==> src/rcsm_pkg.sv <==
package rcsm_pkg;
	localparam int SW_W     = 8;
	localparam int NUM_CIG  = 3;
	localparam int NUM_ORG  = 11;
	localparam int NUM_GRP  = NUM_CIG + NUM_ORG;
	localparam int NUM_STG  = 6;
	localparam int NUM_OUT  = 4;
	localparam int NUM_CUR  = 4;
	localparam int ADDR_W   = 8;
	localparam int CUR_W_DEF = 12;

	// byte addresses of the register map
	localparam logic [ADDR_W-1:0] ADDR_BANK_CMD = 8'h00;
	localparam logic [ADDR_W-1:0] ADDR_LATCH_EN = 8'h04;
	localparam logic [ADDR_W-1:0] ADDR_DISP_SEL = 8'h08;
	localparam logic [ADDR_W-1:0] ADDR_STATUS   = 8'h0C;
	localparam logic [ADDR_W-1:0] ADDR_SWGRP    = 8'h40;
	localparam logic [ADDR_W-1:0] ADDR_CKSUM    = 8'h80;
	localparam logic [ADDR_W-1:0] ADDR_RECORD   = 8'hC0;

	// switch positions inside a control-input group (switch n sits at bit n-1)
	localparam int SW_BLOCK_LO = 0;
	localparam int NUM_BLK_SW  = 4;
	localparam int SW_BANK     = 4;
	localparam int SW_SIX      = 5;
	localparam int SW_CLR_LATCH = 6;
	localparam int SW_CLR_REG  = 7;
	localparam int STG_UNBAL   = 5;

	// routing bits inside an output-routing group
	localparam int OUT_SS_LSB  = 0;
	localparam int OUT_TS_LSB  = 4;
	localparam int NUM_SIG     = 11;

	// status word layout
	localparam int ST_BANK     = 0;
	localparam int ST_BLOCK    = 1;
	localparam int ST_SS       = 7;
	localparam int ST_TS       = 11;
	localparam int ST_IND      = 15;

	localparam logic [SW_W-1:0] RST_SW       = 8'h00;
	localparam logic [NUM_OUT-1:0] RST_LATCH = 4'h0;
	localparam logic [1:0] RESP_OKAY   = 2'h0;
	localparam logic [1:0] RESP_SLVERR = 2'h2;

	localparam logic [11:0] DISP_MAX  = 12'h3E7;
	localparam logic [6:0]  PCT_SCALE = 7'h64;

	localparam int CLK_NS       = 8;
	localparam int DISP_UPD_NS  = 10000;
	localparam int DISP_UPD_CYC = DISP_UPD_NS / CLK_NS;

	typedef enum logic [2:0] {
		DISP_L1    = 3'h0,
		DISP_L2    = 3'h1,
		DISP_L3    = 3'h2,
		DISP_RES   = 3'h3,
		DISP_UNBAL = 3'h4
	} rcsm_disp_type;
endpackage

==> src/rcsm_route_if.sv <==
`timescale 1ns/100ps
interface rcsm_route_if;
	logic [rcsm_pkg::NUM_SIG-1:0]                  sig;
	logic [rcsm_pkg::NUM_SIG-1:0][rcsm_pkg::SW_W-1:0] route;
	logic [rcsm_pkg::SW_W-1:0]                     hit;
	modport src (output sig, output route, input hit);
	modport mtx (input sig, input route, output hit);
endinterface

==> src/rcsm_route.sv <==
`timescale 1ns/100ps
module rcsm_route (
	rcsm_route_if.mtx rif	// stage signals in, output hits back
);
	genvar k, j;
	for (k = 0; k < rcsm_pkg::SW_W; k++) begin : g_out
		logic [rcsm_pkg::NUM_SIG-1:0] col;
		for (j = 0; j < rcsm_pkg::NUM_SIG; j++) begin : g_sig
			assign col[j] = rif.route[j][k];
		end
		assign rif.hit[k] = |(rif.sig & col);
	end
endmodule

==> src/rcsm_top.sv <==
// Contract
// - group switch 1-4 blocks stage while input high
// - bank switch 0: inputs cannot select bank
// - bank switch 1: input level alone picks bank
// - bus command also selects main or second bank
// - group 1 switch 6 blocks unbalance stage
// - groups 2,3 switch 6 clear indicators only
// - switch 7 clears indicators and latched outputs
// - switch 8 also clears recorded registers
// - eleven routing groups map signals to outputs
// - show selected value, light its indicator
// - unbalance is max-min phase percentage
// - checksum sums weights of set switches
// - three groups define two blocking, one clear input
//
// Decided for this implementation: the placing of the registers and the AXI4-Lite register port.
`timescale 1ns/100ps
module rcsm_top #(
	parameter int CUR_W = rcsm_pkg::CUR_W_DEF
) (
	input  wire logic                          CLOCK,            // 125 MHz clock
	input  wire logic                          RST_B,            // async reset, active low
	input  wire logic                          EXT_BLOCK_IN_A,   // first external control input
	input  wire logic                          EXT_BLOCK_IN_B,   // second external control input
	input  wire logic                          REMOTE_CLEAR_IN,  // third external control input
	input  wire logic [rcsm_pkg::NUM_STG-1:0]  STAGE_START,      // stage start signals
	input  wire logic [rcsm_pkg::NUM_STG-1:0]  STAGE_OPER,       // stage operate signals
	input  wire logic [CUR_W-1:0]              CUR_L1,           // phase L1 current
	input  wire logic [CUR_W-1:0]              CUR_L2,           // phase L2 current
	input  wire logic [CUR_W-1:0]              CUR_L3,           // phase L3 current
	input  wire logic [CUR_W-1:0]              RESIDUAL_CURRENT, // residual current
	input  wire logic [rcsm_pkg::ADDR_W-1:0]   AWADDR,           // write address
	input  wire logic [2:0]                    AWPROT,           // write protection, unused
	input  wire logic                          AWVALID,          // write address valid
	output logic                               AWREADY,          // write address ready
	input  wire logic [31:0]                   WDATA,            // write data
	input  wire logic [3:0]                    WSTRB,            // write strobes
	input  wire logic                          WVALID,           // write data valid
	output logic                               WREADY,           // write data ready
	output logic [1:0]                         BRESP,            // write response
	output logic                               BVALID,           // write response valid
	input  wire logic                          BREADY,           // write response ready
	input  wire logic [rcsm_pkg::ADDR_W-1:0]   ARADDR,           // read address
	input  wire logic [2:0]                    ARPROT,           // read protection, unused
	input  wire logic                          ARVALID,          // read address valid
	output logic                               ARREADY,          // read address ready
	output logic [31:0]                        RDATA,            // read data
	output logic [1:0]                         RRESP,            // read response
	output logic                               RVALID,           // read data valid
	input  wire logic                          RREADY,           // read data ready
	output logic [rcsm_pkg::NUM_STG-1:0]       STAGE_BLOCK,      // stage blocked
	output logic                               BANK_SEL,         // 1 = second settings
	output logic [rcsm_pkg::NUM_OUT-1:0]       START_OUTPUTS,    // start outputs
	output logic [rcsm_pkg::NUM_OUT-1:0]       TRIP_OUTPUTS,     // trip outputs
	output logic [rcsm_pkg::NUM_OUT-1:0]       TRIP_IND,         // front-panel operation indicators
	output logic [11:0]                        DISP_VALUE,       // three-digit display value
	output logic [3:0]                         DISP_LED          // yellow quantity indicators
);
	localparam int NUMW = CUR_W + 7;

	if (CUR_W < 10 || CUR_W > 16) begin : g_bad_width
		$error("rcsm_top: CUR_W must lie in 10..16");
	end

	rcsm_route_if rif ();

	logic [rcsm_pkg::SW_W-1:0]          swgrp [rcsm_pkg::NUM_GRP];
	logic                               bank_cmd;
	logic [rcsm_pkg::NUM_OUT-1:0]       latch_en;
	rcsm_pkg::rcsm_disp_type            disp_sel;
	logic [rcsm_pkg::NUM_OUT-1:0]       trip_hold;
	logic [CUR_W-1:0]                   rec [rcsm_pkg::NUM_CUR];
	logic [CUR_W-1:0]                   cur [rcsm_pkg::NUM_CUR];
	logic                               aw_got;
	logic                               w_got;
	logic [rcsm_pkg::ADDR_W-1:0]        aw_addr;
	logic [rcsm_pkg::SW_W-1:0]          w_byte;
	logic                               w_lane;
	logic [2:0]                         ctl_in;
	logic [rcsm_pkg::NUM_STG-1:0]       next_block;
	logic                               next_bank;
	logic                               clr_ind;
	logic                               clr_latch;
	logic                               clr_reg;
	logic [rcsm_pkg::NUM_SIG-1:0]       sig;
	logic                               start_any;
	logic [rcsm_pkg::NUM_OUT-1:0]       hit_ts;
	logic [rcsm_pkg::NUM_OUT-1:0]       hold_keep;
	logic [31:0]                        rd_data;
	logic                               rd_ok;
	logic                               wr_ok;
	logic [15:0]                        upd_cnt;
	logic [4:0]                         div_cnt;
	logic                               div_busy;
	logic [NUMW-1:0]                    quo;
	logic [CUR_W:0]                     rem;
	logic [CUR_W-1:0]                   den;
	logic [CUR_W:0]                     rem_sh;
	logic [7:0]                         unbal;
	logic [CUR_W-1:0]                   ph_max;
	logic [CUR_W-1:0]                   ph_min;
	logic [CUR_W-1:0]                   disp_src;

	assign cur[0] = CUR_L1;
	assign cur[1] = CUR_L2;
	assign cur[2] = CUR_L3;
	assign cur[3] = RESIDUAL_CURRENT;
	assign ctl_in = {REMOTE_CLEAR_IN, EXT_BLOCK_IN_B, EXT_BLOCK_IN_A};

	function automatic logic [rcsm_pkg::SW_W-1:0] cksum(input logic [rcsm_pkg::SW_W-1:0] sw);
		logic [rcsm_pkg::SW_W-1:0] sum;
		sum = '0;
		for (int n = 0; n < rcsm_pkg::SW_W; n++) begin
			if (sw[n]) begin
				sum = sum + rcsm_pkg::SW_W'(1 << n);
			end
		end
		return sum;
	endfunction

	// decode of the three control inputs, each through its own group
	always_comb begin
		logic bank_ext_en;
		logic bank_ext_lvl;
		bank_ext_en  = 1'b0;
		bank_ext_lvl = 1'b0;
		next_block   = '0;
		clr_ind      = 1'b0;
		clr_latch    = 1'b0;
		clr_reg      = 1'b0;
		for (int g = 0; g < rcsm_pkg::NUM_CIG; g++) begin
			for (int b = 0; b < rcsm_pkg::NUM_BLK_SW; b++) begin
				if (swgrp[g][rcsm_pkg::SW_BLOCK_LO + b] && ctl_in[g]) begin
					next_block[b] = 1'b1;
				end
			end
			if (g == 0 && swgrp[g][rcsm_pkg::SW_SIX] && ctl_in[g]) begin
				next_block[rcsm_pkg::STG_UNBAL] = 1'b1;
			end
			if (g != 0 && swgrp[g][rcsm_pkg::SW_SIX] && ctl_in[g]) begin
				clr_ind = 1'b1;
			end
			if (swgrp[g][rcsm_pkg::SW_CLR_LATCH] && ctl_in[g]) begin
				clr_ind   = 1'b1;
				clr_latch = 1'b1;
			end
			if (swgrp[g][rcsm_pkg::SW_CLR_REG] && ctl_in[g]) begin
				clr_ind   = 1'b1;
				clr_latch = 1'b1;
				clr_reg   = 1'b1;
			end
			if (swgrp[g][rcsm_pkg::SW_BANK]) begin
				bank_ext_en  = 1'b1;
				bank_ext_lvl = bank_ext_lvl | ctl_in[g];
			end
		end
		// an enabled input overrides the bus command outright
		next_bank = bank_ext_en ? bank_ext_lvl : bank_cmd;
	end

	// start and operate of stages 0..4 pair up; only operate of the unbalance stage is routed
	always_comb begin
		for (int s = 0; s < rcsm_pkg::STG_UNBAL; s++) begin
			sig[2*s]   = STAGE_START[s] & ~next_block[s];
			sig[2*s+1] = STAGE_OPER[s] & ~next_block[s];
		end
		sig[rcsm_pkg::NUM_SIG-1] = STAGE_OPER[rcsm_pkg::STG_UNBAL] & ~next_block[rcsm_pkg::STG_UNBAL];
		for (int j = 0; j < rcsm_pkg::NUM_SIG; j++) begin
			rif.route[j] = swgrp[rcsm_pkg::NUM_CIG + j];
		end
	end
	assign rif.sig   = sig;
	assign start_any = |sig;
	assign hit_ts    = rif.hit[rcsm_pkg::OUT_TS_LSB +: rcsm_pkg::NUM_OUT];
	assign hold_keep = clr_latch ? '0 : trip_hold;

	rcsm_route u_route (
		.rif (rif.mtx)
	);

	always_ff @(posedge CLOCK or negedge RST_B) begin
		if (!RST_B) begin
			STAGE_BLOCK   <= '0;
			BANK_SEL      <= 1'b0;
			START_OUTPUTS <= '0;
			TRIP_OUTPUTS  <= '0;
			trip_hold     <= '0;
		end else begin
			STAGE_BLOCK   <= next_block;
			BANK_SEL      <= next_bank;
			START_OUTPUTS <= rif.hit[rcsm_pkg::OUT_SS_LSB +: rcsm_pkg::NUM_OUT];
			// a still-present trip re-latches in the release cycle
			trip_hold     <= hold_keep | (hit_ts & latch_en);
			TRIP_OUTPUTS  <= hit_ts | hold_keep;
		end
	end

	always_ff @(posedge CLOCK or negedge RST_B) begin
		if (!RST_B) begin
			TRIP_IND <= '0;
		end else begin
			TRIP_IND <= (clr_ind ? '0 : TRIP_IND) | hit_ts;
		end
	end

	// peak values held while any unblocked operate signal, or start signal of stages 0..4, is present
	always_ff @(posedge CLOCK or negedge RST_B) begin
		if (!RST_B) begin
			for (int k = 0; k < rcsm_pkg::NUM_CUR; k++) begin
				rec[k] <= '0;
			end
		end else begin
			for (int k = 0; k < rcsm_pkg::NUM_CUR; k++) begin
				if (start_any && cur[k] > (clr_reg ? '0 : rec[k])) begin
					rec[k] <= cur[k];
				end else if (clr_reg) begin
					rec[k] <= '0;
				end
			end
		end
	end

	always_comb begin
		ph_max = CUR_L1;
		ph_min = CUR_L1;
		for (int k = 1; k < rcsm_pkg::NUM_CUR - 1; k++) begin
			if (cur[k] > ph_max) begin
				ph_max = cur[k];
			end
			if (cur[k] < ph_min) begin
				ph_min = cur[k];
			end
		end
		rem_sh = {rem[CUR_W-1:0], quo[NUMW-1]};
	end

	always_ff @(posedge CLOCK or negedge RST_B) begin
		if (!RST_B) begin
			upd_cnt <= '0;
		end else if (upd_cnt == 16'(rcsm_pkg::DISP_UPD_CYC - 1)) begin
			upd_cnt <= '0;
		end else begin
			upd_cnt <= upd_cnt + 16'h0001;
		end
	end

	// restoring divider; a serial divide of the scaled difference keeps the area small at the cost of latency
	always_ff @(posedge CLOCK or negedge RST_B) begin
		if (!RST_B) begin
			div_cnt  <= '0;
			div_busy <= 1'b0;
			quo      <= '0;
			rem      <= '0;
			den      <= '0;
			unbal    <= '0;
		end else if (!div_busy && upd_cnt == '0) begin
			quo      <= NUMW'((ph_max - ph_min) * rcsm_pkg::PCT_SCALE);
			den      <= ph_max;
			rem      <= '0;
			div_cnt  <= 5'(NUMW);
			div_busy <= 1'b1;
		end else if (div_busy && div_cnt != '0) begin
			div_cnt <= div_cnt - 5'h01;
			if (rem_sh >= {1'b0, den}) begin
				rem <= rem_sh - {1'b0, den};
				quo <= {quo[NUMW-2:0], 1'b1};
			end else begin
				rem <= rem_sh;
				quo <= {quo[NUMW-2:0], 1'b0};
			end
		end else if (div_busy) begin
			div_busy <= 1'b0;
			unbal    <= (den == '0) ? 8'h00 : quo[7:0];
		end
	end

	always_comb begin
		unique case (disp_sel)
			rcsm_pkg::DISP_L1:    disp_src = CUR_L1;
			rcsm_pkg::DISP_L2:    disp_src = CUR_L2;
			rcsm_pkg::DISP_L3:    disp_src = CUR_L3;
			rcsm_pkg::DISP_RES:   disp_src = RESIDUAL_CURRENT;
			rcsm_pkg::DISP_UNBAL: disp_src = CUR_W'(unbal);
			default:              disp_src = '0;
		endcase
	end

	always_ff @(posedge CLOCK or negedge RST_B) begin
		if (!RST_B) begin
			DISP_VALUE <= '0;
			DISP_LED   <= '0;
		end else begin
			DISP_VALUE <= (disp_src > CUR_W'(rcsm_pkg::DISP_MAX)) ? rcsm_pkg::DISP_MAX : 12'(disp_src);
			// unbalance lives in the residual submenu, so it lights that indicator
			DISP_LED   <= (disp_sel == rcsm_pkg::DISP_UNBAL) ? 4'h8 : 4'(1 << disp_sel);
		end
	end

	// register read decode
	always_comb begin
		logic [rcsm_pkg::ADDR_W-1:0] off;
		off     = '0;
		rd_data = '0;
		rd_ok   = 1'b1;
		if (ARADDR == rcsm_pkg::ADDR_BANK_CMD) begin
			rd_data[0] = bank_cmd;
		end else if (ARADDR == rcsm_pkg::ADDR_LATCH_EN) begin
			rd_data[rcsm_pkg::NUM_OUT-1:0] = latch_en;
		end else if (ARADDR == rcsm_pkg::ADDR_DISP_SEL) begin
			rd_data[2:0] = disp_sel;
		end else if (ARADDR == rcsm_pkg::ADDR_STATUS) begin
			rd_data[rcsm_pkg::ST_BANK] = BANK_SEL;
			rd_data[rcsm_pkg::ST_BLOCK +: rcsm_pkg::NUM_STG] = STAGE_BLOCK;
			rd_data[rcsm_pkg::ST_SS +: rcsm_pkg::NUM_OUT] = START_OUTPUTS;
			rd_data[rcsm_pkg::ST_TS +: rcsm_pkg::NUM_OUT] = TRIP_OUTPUTS;
			rd_data[rcsm_pkg::ST_IND +: rcsm_pkg::NUM_OUT] = TRIP_IND;
		end else if (ARADDR[1:0] == 2'h0 && ARADDR >= rcsm_pkg::ADDR_SWGRP
				&& ARADDR < rcsm_pkg::ADDR_SWGRP + 8'(4 * rcsm_pkg::NUM_GRP)) begin
			off = ARADDR - rcsm_pkg::ADDR_SWGRP;
			rd_data[rcsm_pkg::SW_W-1:0] = swgrp[off[5:2]];
		end else if (ARADDR[1:0] == 2'h0 && ARADDR >= rcsm_pkg::ADDR_CKSUM
				&& ARADDR < rcsm_pkg::ADDR_CKSUM + 8'(4 * rcsm_pkg::NUM_GRP)) begin
			off = ARADDR - rcsm_pkg::ADDR_CKSUM;
			rd_data[rcsm_pkg::SW_W-1:0] = cksum(swgrp[off[5:2]]);
		end else if (ARADDR[1:0] == 2'h0 && ARADDR >= rcsm_pkg::ADDR_RECORD
				&& ARADDR < rcsm_pkg::ADDR_RECORD + 8'(4 * rcsm_pkg::NUM_CUR)) begin
			off = ARADDR - rcsm_pkg::ADDR_RECORD;
			rd_data[CUR_W-1:0] = rec[off[3:2]];
		end else begin
			rd_ok = 1'b0;
		end
	end

	always_comb begin
		wr_ok = (aw_addr == rcsm_pkg::ADDR_BANK_CMD) || (aw_addr == rcsm_pkg::ADDR_LATCH_EN)
			|| (aw_addr == rcsm_pkg::ADDR_DISP_SEL)
			|| (aw_addr[1:0] == 2'h0 && aw_addr >= rcsm_pkg::ADDR_SWGRP
			&& aw_addr < rcsm_pkg::ADDR_SWGRP + 8'(4 * rcsm_pkg::NUM_GRP));
	end

	// write channel: address and data accepted in either order, one write at a time
	always_ff @(posedge CLOCK or negedge RST_B) begin
		if (!RST_B) begin
			AWREADY <= 1'b0;
			WREADY  <= 1'b0;
			BVALID  <= 1'b0;
			BRESP   <= rcsm_pkg::RESP_OKAY;
			aw_got  <= 1'b0;
			w_got   <= 1'b0;
			aw_addr <= '0;
			w_byte  <= '0;
			w_lane  <= 1'b0;
		end else begin
			if (AWVALID && AWREADY) begin
				aw_got  <= 1'b1;
				aw_addr <= AWADDR;
				AWREADY <= 1'b0;
			end else if (!aw_got && !BVALID) begin
				AWREADY <= 1'b1;
			end
			if (WVALID && WREADY) begin
				w_got  <= 1'b1;
				w_byte <= WDATA[rcsm_pkg::SW_W-1:0];
				w_lane <= WSTRB[0];
				WREADY <= 1'b0;
			end else if (!w_got && !BVALID) begin
				WREADY <= 1'b1;
			end
			if (aw_got && w_got && !BVALID) begin
				aw_got <= 1'b0;
				w_got  <= 1'b0;
				BVALID <= 1'b1;
				BRESP  <= wr_ok ? rcsm_pkg::RESP_OKAY : rcsm_pkg::RESP_SLVERR;
			end else if (BVALID && BREADY) begin
				BVALID <= 1'b0;
			end
		end
	end

	always_ff @(posedge CLOCK or negedge RST_B) begin
		if (!RST_B) begin
			bank_cmd <= 1'b0;
			latch_en <= rcsm_pkg::RST_LATCH;
			disp_sel <= rcsm_pkg::DISP_L1;
			for (int g = 0; g < rcsm_pkg::NUM_GRP; g++) begin
				swgrp[g] <= rcsm_pkg::RST_SW;
			end
		end else if (aw_got && w_got && !BVALID && w_lane) begin
			if (aw_addr == rcsm_pkg::ADDR_BANK_CMD) begin
				bank_cmd <= w_byte[0];
			end else if (aw_addr == rcsm_pkg::ADDR_LATCH_EN) begin
				latch_en <= w_byte[rcsm_pkg::NUM_OUT-1:0];
			end else if (aw_addr == rcsm_pkg::ADDR_DISP_SEL) begin
				if (w_byte[2:0] <= rcsm_pkg::DISP_UNBAL) begin
					disp_sel <= rcsm_pkg::rcsm_disp_type'(w_byte[2:0]);
				end
			end else if (wr_ok) begin
				swgrp[4'((aw_addr - rcsm_pkg::ADDR_SWGRP) >> 2)] <= w_byte;
			end
		end
	end

	always_ff @(posedge CLOCK or negedge RST_B) begin
		if (!RST_B) begin
			ARREADY <= 1'b0;
			RVALID  <= 1'b0;
			RDATA   <= '0;
			RRESP   <= rcsm_pkg::RESP_OKAY;
		end else if (ARVALID && ARREADY) begin
			ARREADY <= 1'b0;
			RVALID  <= 1'b1;
			RDATA   <= rd_data;
			RRESP   <= rd_ok ? rcsm_pkg::RESP_OKAY : rcsm_pkg::RESP_SLVERR;
		end else if (RVALID && RREADY) begin
			RVALID <= 1'b0;
		end else if (!RVALID) begin
			ARREADY <= 1'b1;
		end
	end
endmodule

==> config.mk <==
export PLATFORM = sky130hd
export DESIGN_NAME = rcsm_top
export DESIGN_NICKNAME = d
export VERILOG_FILES = /design/src/rcsm_pkg.sv /design/src/rcsm_route_if.sv /design/src/rcsm_route.sv /design/src/rcsm_top.sv
export SDC_FILE = /design/constraint.sdc
export NUM_CORES = 1
export LEC_CHECK = 0
export ABC_AREA = 1
export ABC_CLOCK_PERIOD_IN_PS = 6360
export BUFFER_PORTS_ARGS = -buffer_cell sky130_fd_sc_hd__buf_4
export CAP_MARGIN = 5
export CORE_ASPECT_RATIO = 0.5
export CORE_MARGIN = 10
export CORE_UTILIZATION = 35
export CTS_CLUSTER_SIZE = 40
export DETAILED_ROUTE_END_ITERATION = 10
export PLACE_DENSITY_LB_ADDON = 0.15
export SLEW_MARGIN = 0
export SYNTH_ARGS = -nofsm -noshare
export SYNTH_HDL_FRONTEND = slang
export SYNTH_HIERARCHICAL = 1
export SYNTH_SLANG_ARGS = --single-unit
==> constraint.sdc <==
create_clock -name CLOCK -period 6.36 [get_ports CLOCK]
set_clock_uncertainty 0.2 [all_clocks]
set_input_delay 1.59 -clock CLOCK [delete_from_list [all_inputs] [get_ports CLOCK]]
set_output_delay 1.59 -clock CLOCK [all_outputs]
set_load 0.01 [all_outputs]
# Word-level counts from Yosys, hierarchy flattened
# Cells that the tools add are included.
# W data, S select, Z words.
totals:
  output_inout_bits: 76
  register_bits: 326
  in_bits: 128
  word_cells: 392
op_classes:
  shifts: 1
  n_reduce_logical: 83
  eq_ne: 13
  bitwise: 37
  muxes: 169
  n_lt_le_gt_ge: 24
  multipliers: 1
  n_addsub: 15
op_table:
  columns: ["operator", "n"]
  rows:
  - ["$mux W8", 57]
  - ["$mux W12", 26]
  - ["$bwmux W112", 1]
  - ["$reduce_or A11 Y1", 9]
  - ["$and A11 B11 Y11", 8]
  - ["$gt A12 B12 Y1", 6]
  - ["$bmux W8 S4", 2]
  - ["$mux W1", 62]
  - ["$pmux W12 S5", 1]
  - ["$logic_and A1 B1 Y1", 46]
  - ["$mux W19", 2]
  - ["$demux W8 S4", 1]
  - ["$mux W16", 2]
  - ["$bmux W12 S2", 1]
  - ["$eq A8 B4 Y1 const B", 3]
  - ["$lt A12 B12 Y1", 2]
  - ["$mux W4", 6]
  - ["$mul A19 B5 Y17 const B", 1]
  - ["$mux W18", 1]
  - ["$sub A6 B1 Y6 const B", 3]
  - ["$add A16 B1 Y16 const B", 1]
  - ["$eq A16 B11 Y1 const B", 1]
  - ["$eq A8 B3 Y1 const B", 2]
  - ["$ge A8 B7 Y1 const B", 2]
  - ["50 further kinds", 97]

# Longest topological paths before layout
depth:
  depth_word: 68
  ltp_mapped: 47
  depth_no_buf: 46

# By module
# The synthesis kept the hierarchy.
modules_own_cells:
  columns: ["module", "seq_area_each_um2", "n_inst", "cells_per_inst", "area_each_um2"]
  rows:
  - ["rcsm_top", 8107.8, 1, 2443, 19536.2]
  - ["rcsm_route", 0.0, 1, 179, 770.7]

# Worst setup path after synthesis
# No wires, ideal clock.
synth_path:
  path_kind: "input -> register"
  startpoint: "input port CUR_L1[11]"
  endpoint: "register quo[18]"
  path_stages: 40
  required_ns: 6.083
  slack_ns: -2.001
  setup_time_ns: 0.077
  arrival_time_ns: 8.084
  cell_sequence: "inv_1 -> ha_1 -> nand2_1 -> inv_1 -> nand2_1 -> nor2_1 -> nand2_1 -> nand3_2 -> clkbuf_1 -> nand2_1 -> o21ai_0 -> ha_1 -> a21oi_1 -> nor2_1 -> a2111oi_1 -> clkbuf_1 -> nand3_1 -> nand2_1 -> [4 not listed] -> nand2_1 -> a21oi_1 -> o31ai_1 -> xor2_1 -> inv_1 -> ha_1 -> fa_1 -> inv_1 -> fa_1 -> inv_1 -> ha_1 -> nand2_1 -> inv_1 -> a221oi_1 -> nand3_1 -> nand3_1 -> nand3_1 -> a21oi_1"
synth_between:
  elab_chain_len: 7
synth_rtl:
  columns: ["item", "line_no", "source"]
  rows:
  - ["start: declaration", "rcsm_top.sv:28", "input wire logic [CUR_W-1:0] CUR_L1,"]
  - ["$gt A12 B12 Y1 / $lt A12 B12 Y1 (equally long branches)", "rcsm_top.sv:227, rcsm_top.sv:230", null]
  - ["$mux W12, on equally long branches", "rcsm_top.sv:227, rcsm_top.sv:230", null]
  - ["$gt A12 B12 Y1 / $lt A12 B12 Y1 (equally long branches)", "rcsm_top.sv:227, rcsm_top.sv:230", null]
  - ["$mux W12, on equally long branches", "rcsm_top.sv:227, rcsm_top.sv:230", null]
  - ["$sub A12 B12 Y13 (*)", "rcsm_top.sv:257", "quo <= NUMW'((ph_max - ph_min) * rcsm_pkg::PCT_SCALE);"]
  - ["$mul A19 B5 Y17 (*)", "rcsm_top.sv:257", null]
  - ["$mux W19 (*)", "rcsm_top.sv:256", "end else if (!div_busy && upd_cnt == '0) begin"]
  - ["end signal: assignment", "rcsm_top.sv:257", null]
  - ["end signal: assignment", "rcsm_top.sv:266", "quo <= {quo[NUMW-2:0], 1'b1};"]
  - ["end signal: assignment", "rcsm_top.sv:269", "quo <= {quo[NUMW-2:0], 1'b0};"]
  - ["end: declaration", "rcsm_top.sv:95", "logic [NUMW-1:0] quo;"]
# Mark *: on every way between the ends. The rest lies on a longest branch, timed or not.
# A chain may end at the register's enable or synchronous reset.

# Worst setup path in the final report
layout_path:
  startpoint: "input port CUR_L2[5]"
  endpoint: "register quo[15]"
layout_between:
  elab_chain_len: 7
layout_rtl:
  columns: ["item", "line_no", "source"]
  rows:
  - ["start: declaration", "rcsm_top.sv:29", "input wire logic [CUR_W-1:0] CUR_L2,"]
  - ["$gt A12 B12 Y1 / $lt A12 B12 Y1 (equally long branches)", "rcsm_top.sv:227, rcsm_top.sv:230", null]
  - ["$mux W12, on equally long branches", "rcsm_top.sv:227, rcsm_top.sv:230", null]
  - ["$gt A12 B12 Y1 / $lt A12 B12 Y1 (equally long branches)", "rcsm_top.sv:227, rcsm_top.sv:230", null]
  - ["$mux W12, on equally long branches", "rcsm_top.sv:227, rcsm_top.sv:230", null]
  - ["$sub A12 B12 Y13 (*)", "rcsm_top.sv:257", null]
  - ["$mul A19 B5 Y17 (*)", "rcsm_top.sv:257", null]
  - ["$mux W19 (*)", "rcsm_top.sv:256", null]
# Marks and branches as above.

==> metrics.txt <==
status complete, but fails checks; violated checks setup timing; Detail Placement HPWL 52000 um; final hold viol count 0; TritonCTS buffer count 36; Seq pwr share 16.5%; via/cell ratio 5.07; total routed wirelength 70700 um; design area 0.0263 mm2; first-pass detailed-route iteration total 5; die height 190 um; crit share post-route 119%; Post-route DRC 0; worst hold slack 0.264 ns; startpoint types primary input; Non-Filler Instances 3741; Cell variety after synth 62; via count of the first global-routing pass 18970; max-cap violations 0; initial antenna violation count 0; yosys warns 6; ys flop type dfrtp_1; Post-synth ARST share 100%; slew margin rel. 20.4%; final worst setup slack -1.20 ns; Leakage Power 13.0 nW; Place WS -1.91 ns; core area 0.0574 mm2; Top Ports 204; Setup CP Type in2reg; Overall Power 17.6 mW; via count 18961; Min-Delay Path Class reg2reg; TritonCTS Sinks 324; Hold-fix buffers, CTS 0; Nets 3242; Psw 7.86 mW; most frequent cells in the layout nand2_1, buf_4, dfrtp_1, inv_1, o21ai_0; CTS max path bufs 3; Final Max Tran Viols 0; number of cell rows 62; synthesis-to-finish area growth 29.4%; Routed Antenna Nets 0; latest clock arrival within the worst-skew pair 0.55 ns; Worst-Margin Slew 1.19 ns; port buffer count 153; CP max-delay cell fa_1; clock share of power 12.0%; placed insts 3637; Internal 9.74 mW; Setup crit end kind flop; slowest stage delay, CP 0.54 ns; drt initial violations 1303; Inserted Diodes 0; clock transition at the registers of the reported paths 0.07 ns; r2r worst-path depth 15; reg-to-reg slack, setup 2.71 ns; Initial Util 35.4%; EDFF count, synth 0; Pwr Density 670 mW/mm2; H-tree levels 2; Crit path required time 6.60 ns; FMAX 132 MHz; CTS Root Cell clkbuf_16; gr ovfl total 0; CTS tree yes; Seq cells post-synth 324; # setup viols final 11; cell area after synthesis 0.0203 mm2; die area 0.0686 mm2; Worst Path Max Fanout 7; Mapped Cells 2622; gr usage total 19.8%; RSZ-0062 raised after global routing yes; Max IR drop VDD 1100 uV; critical path arrival 7.81 ns; layout cells sized above 1 24.5%; GPL Wtd Cong 0.883; register area share after synthesis 39.9%; Gate power share 71.5%; most common cell after layout, fill and taps aside nand2_1; first-pass GRT wire length 109000 um; Die W 361 um; largest net degree at the start of global routing 112; WL/cell 18.9 um; Final min period 7.56 ns; Avg Cell Area, Syn 7.74 um2; hold path cells 2; Sw Share 44.7%; placed instance area 0.0237 mm2
state kept, by name (all words and copies together), names as in the netlist, 3 cells and up:
| signal | cells |
|---|---|
| START_OUTPUTS | 4 |
| DISP_VALUE | 12 |
| RDATA | 19 |
| DISP_LED | 4 |
| disp_sel | 3 |
| latch_en | 4 |
| upd_cnt | 16 |
| unbal | 8 |
| rec | 48 |
| TRIP_OUTPUTS | 4 |
| rif.route | 88 |
| STAGE_BLOCK | 5 |
| w_byte | 8 |
| trip_hold | 4 |
| rem | 12 |
| quo | 19 |
| swgrp | 24 |
| den | 12 |
| TRIP_IND | 4 |
| div_cnt | 5 |
| aw_addr | 8 |
through the flow:
stage	TNS, ns	utilization (%)
after floorplan	-9.31	-
after global placement	-16.66	41.3
after detailed placement	-19.34	41.3
after CTS	-7.95	44.8
after global routing	-12.50	45.8
final	-9.82	45.8
cells by family after synthesis:
family | Yosys count | synth area share [%]
adder cells (fa/ha/maj) | 162 | 10.5
XOR/XNOR | 33 | 1.42
AND/OR/NAND/NOR | 1140 | 23.6
other | 1 | 0.0185
buffers and inverters | 398 | 8.59
flip-flops | 324 | 39.9
AO/OA/AOI/OAI | 564 | 16.0
power groups by stage:
| stage | Clock [mW] | Combinational (mW) | Sequential (mW) |
|---|---|---|---|
| floorplan | 0 | 6.96 | 2.87 |
| global placement | 0 | 10.4 | 2.94 |
| detailed placement | 0 | 10.5 | 2.94 |
| CTS | 2.17 | 12.0 | 2.91 |
| global route | 2.26 | 14.0 | 2.96 |
| finish | 2.12 | 12.6 | 2.91 |
critical path: cells and delay by family:
| kind | cells | cell delay, ns |
|---|---|---|
| buffers and inverters | 9 | 0.83 |
| AOI/OAI and AO/OA | 6 | 0.92 |
| xor gates and xnor gates | 1 | 0.19 |
| and+or+nand+nor | 16 | 1.88 |
| adders and majority gates | 8 | 2.37 |
layer usage:
metal  track usage, %  vias to the layer above  wire, um
met5                0                        -         0
met1             24.4                     9109     30300
met2             35.8                      448     35300
met3             2.60                      125      2970
met4             5.97                        0      2140
li1                 -                     9279         -
path summary, 6_finish.rpt:
kind	start	end
worst min-delay path	trip_hold[1]	TRIP_OUTPUTS[1]
worst min register to register	trip_hold[1]	TRIP_OUTPUTS[1]
worst max register to register	swgrp[103]	rec[20]
worst max-delay path	CUR_L2[5]	quo[15]
max in group asynchronous	RST_B	rif.route[24]
min in group asynchronous	RST_B	DISP_VALUE[10]
cell type report:
| cell class | instances | area [um2] |
|---|---|---|
| fillers | 5742 | 31100 |
| multi-input cells | 1918 | 11900 |
| repair buffers | 382 | 3020 |
| inverters | 290 | 1150 |
| well taps | 768 | 961 |
| clock buffers | 45 | 996 |
| clock inverters | 14 | 150 |
| flip-flops and latches | 324 | 8110 |
what timing repair did:
action	in CTS	in global routing
setup endpoints to repair	12	12
pin swaps	60	55
endpoints found under the hold margin	0	0
buffers inserted	30	11
resized for setup	122	90
cloned	2	2
cell usage after synthesis (6+ instances only):
master      n  area (um2)
ha_1      148        1850
inv_2       8        30.0
o21ai_2    10        87.6
a21oi_1   129         646
xor2_1     23         201
nand2_1   746        2800
a31oi_1     6        37.5
xnor2_1    10        87.6
nand2_4    13         146
o21ai_0   261        1310
o21ai_1    15        75.1
buf_6      15         169
buf_4      28         210
nor2_1    196         736
nand4_1    30         188
fa_1       14         280
o221ai_1   10        87.6
dfrtp_1   324        8110
a221oi_1   10        87.6
clkbuf_1   36         135
nor2_2      8        50.1
a21oi_2    15         131
inv_1     279        1050
nor4_1      8        50.1
a211oi_1    9        67.6
nor3_1     16        80.1
o22ai_1    55         344
buf_2      26         130
nand3_1    92         460
Power figures use the tool's default switching activity.
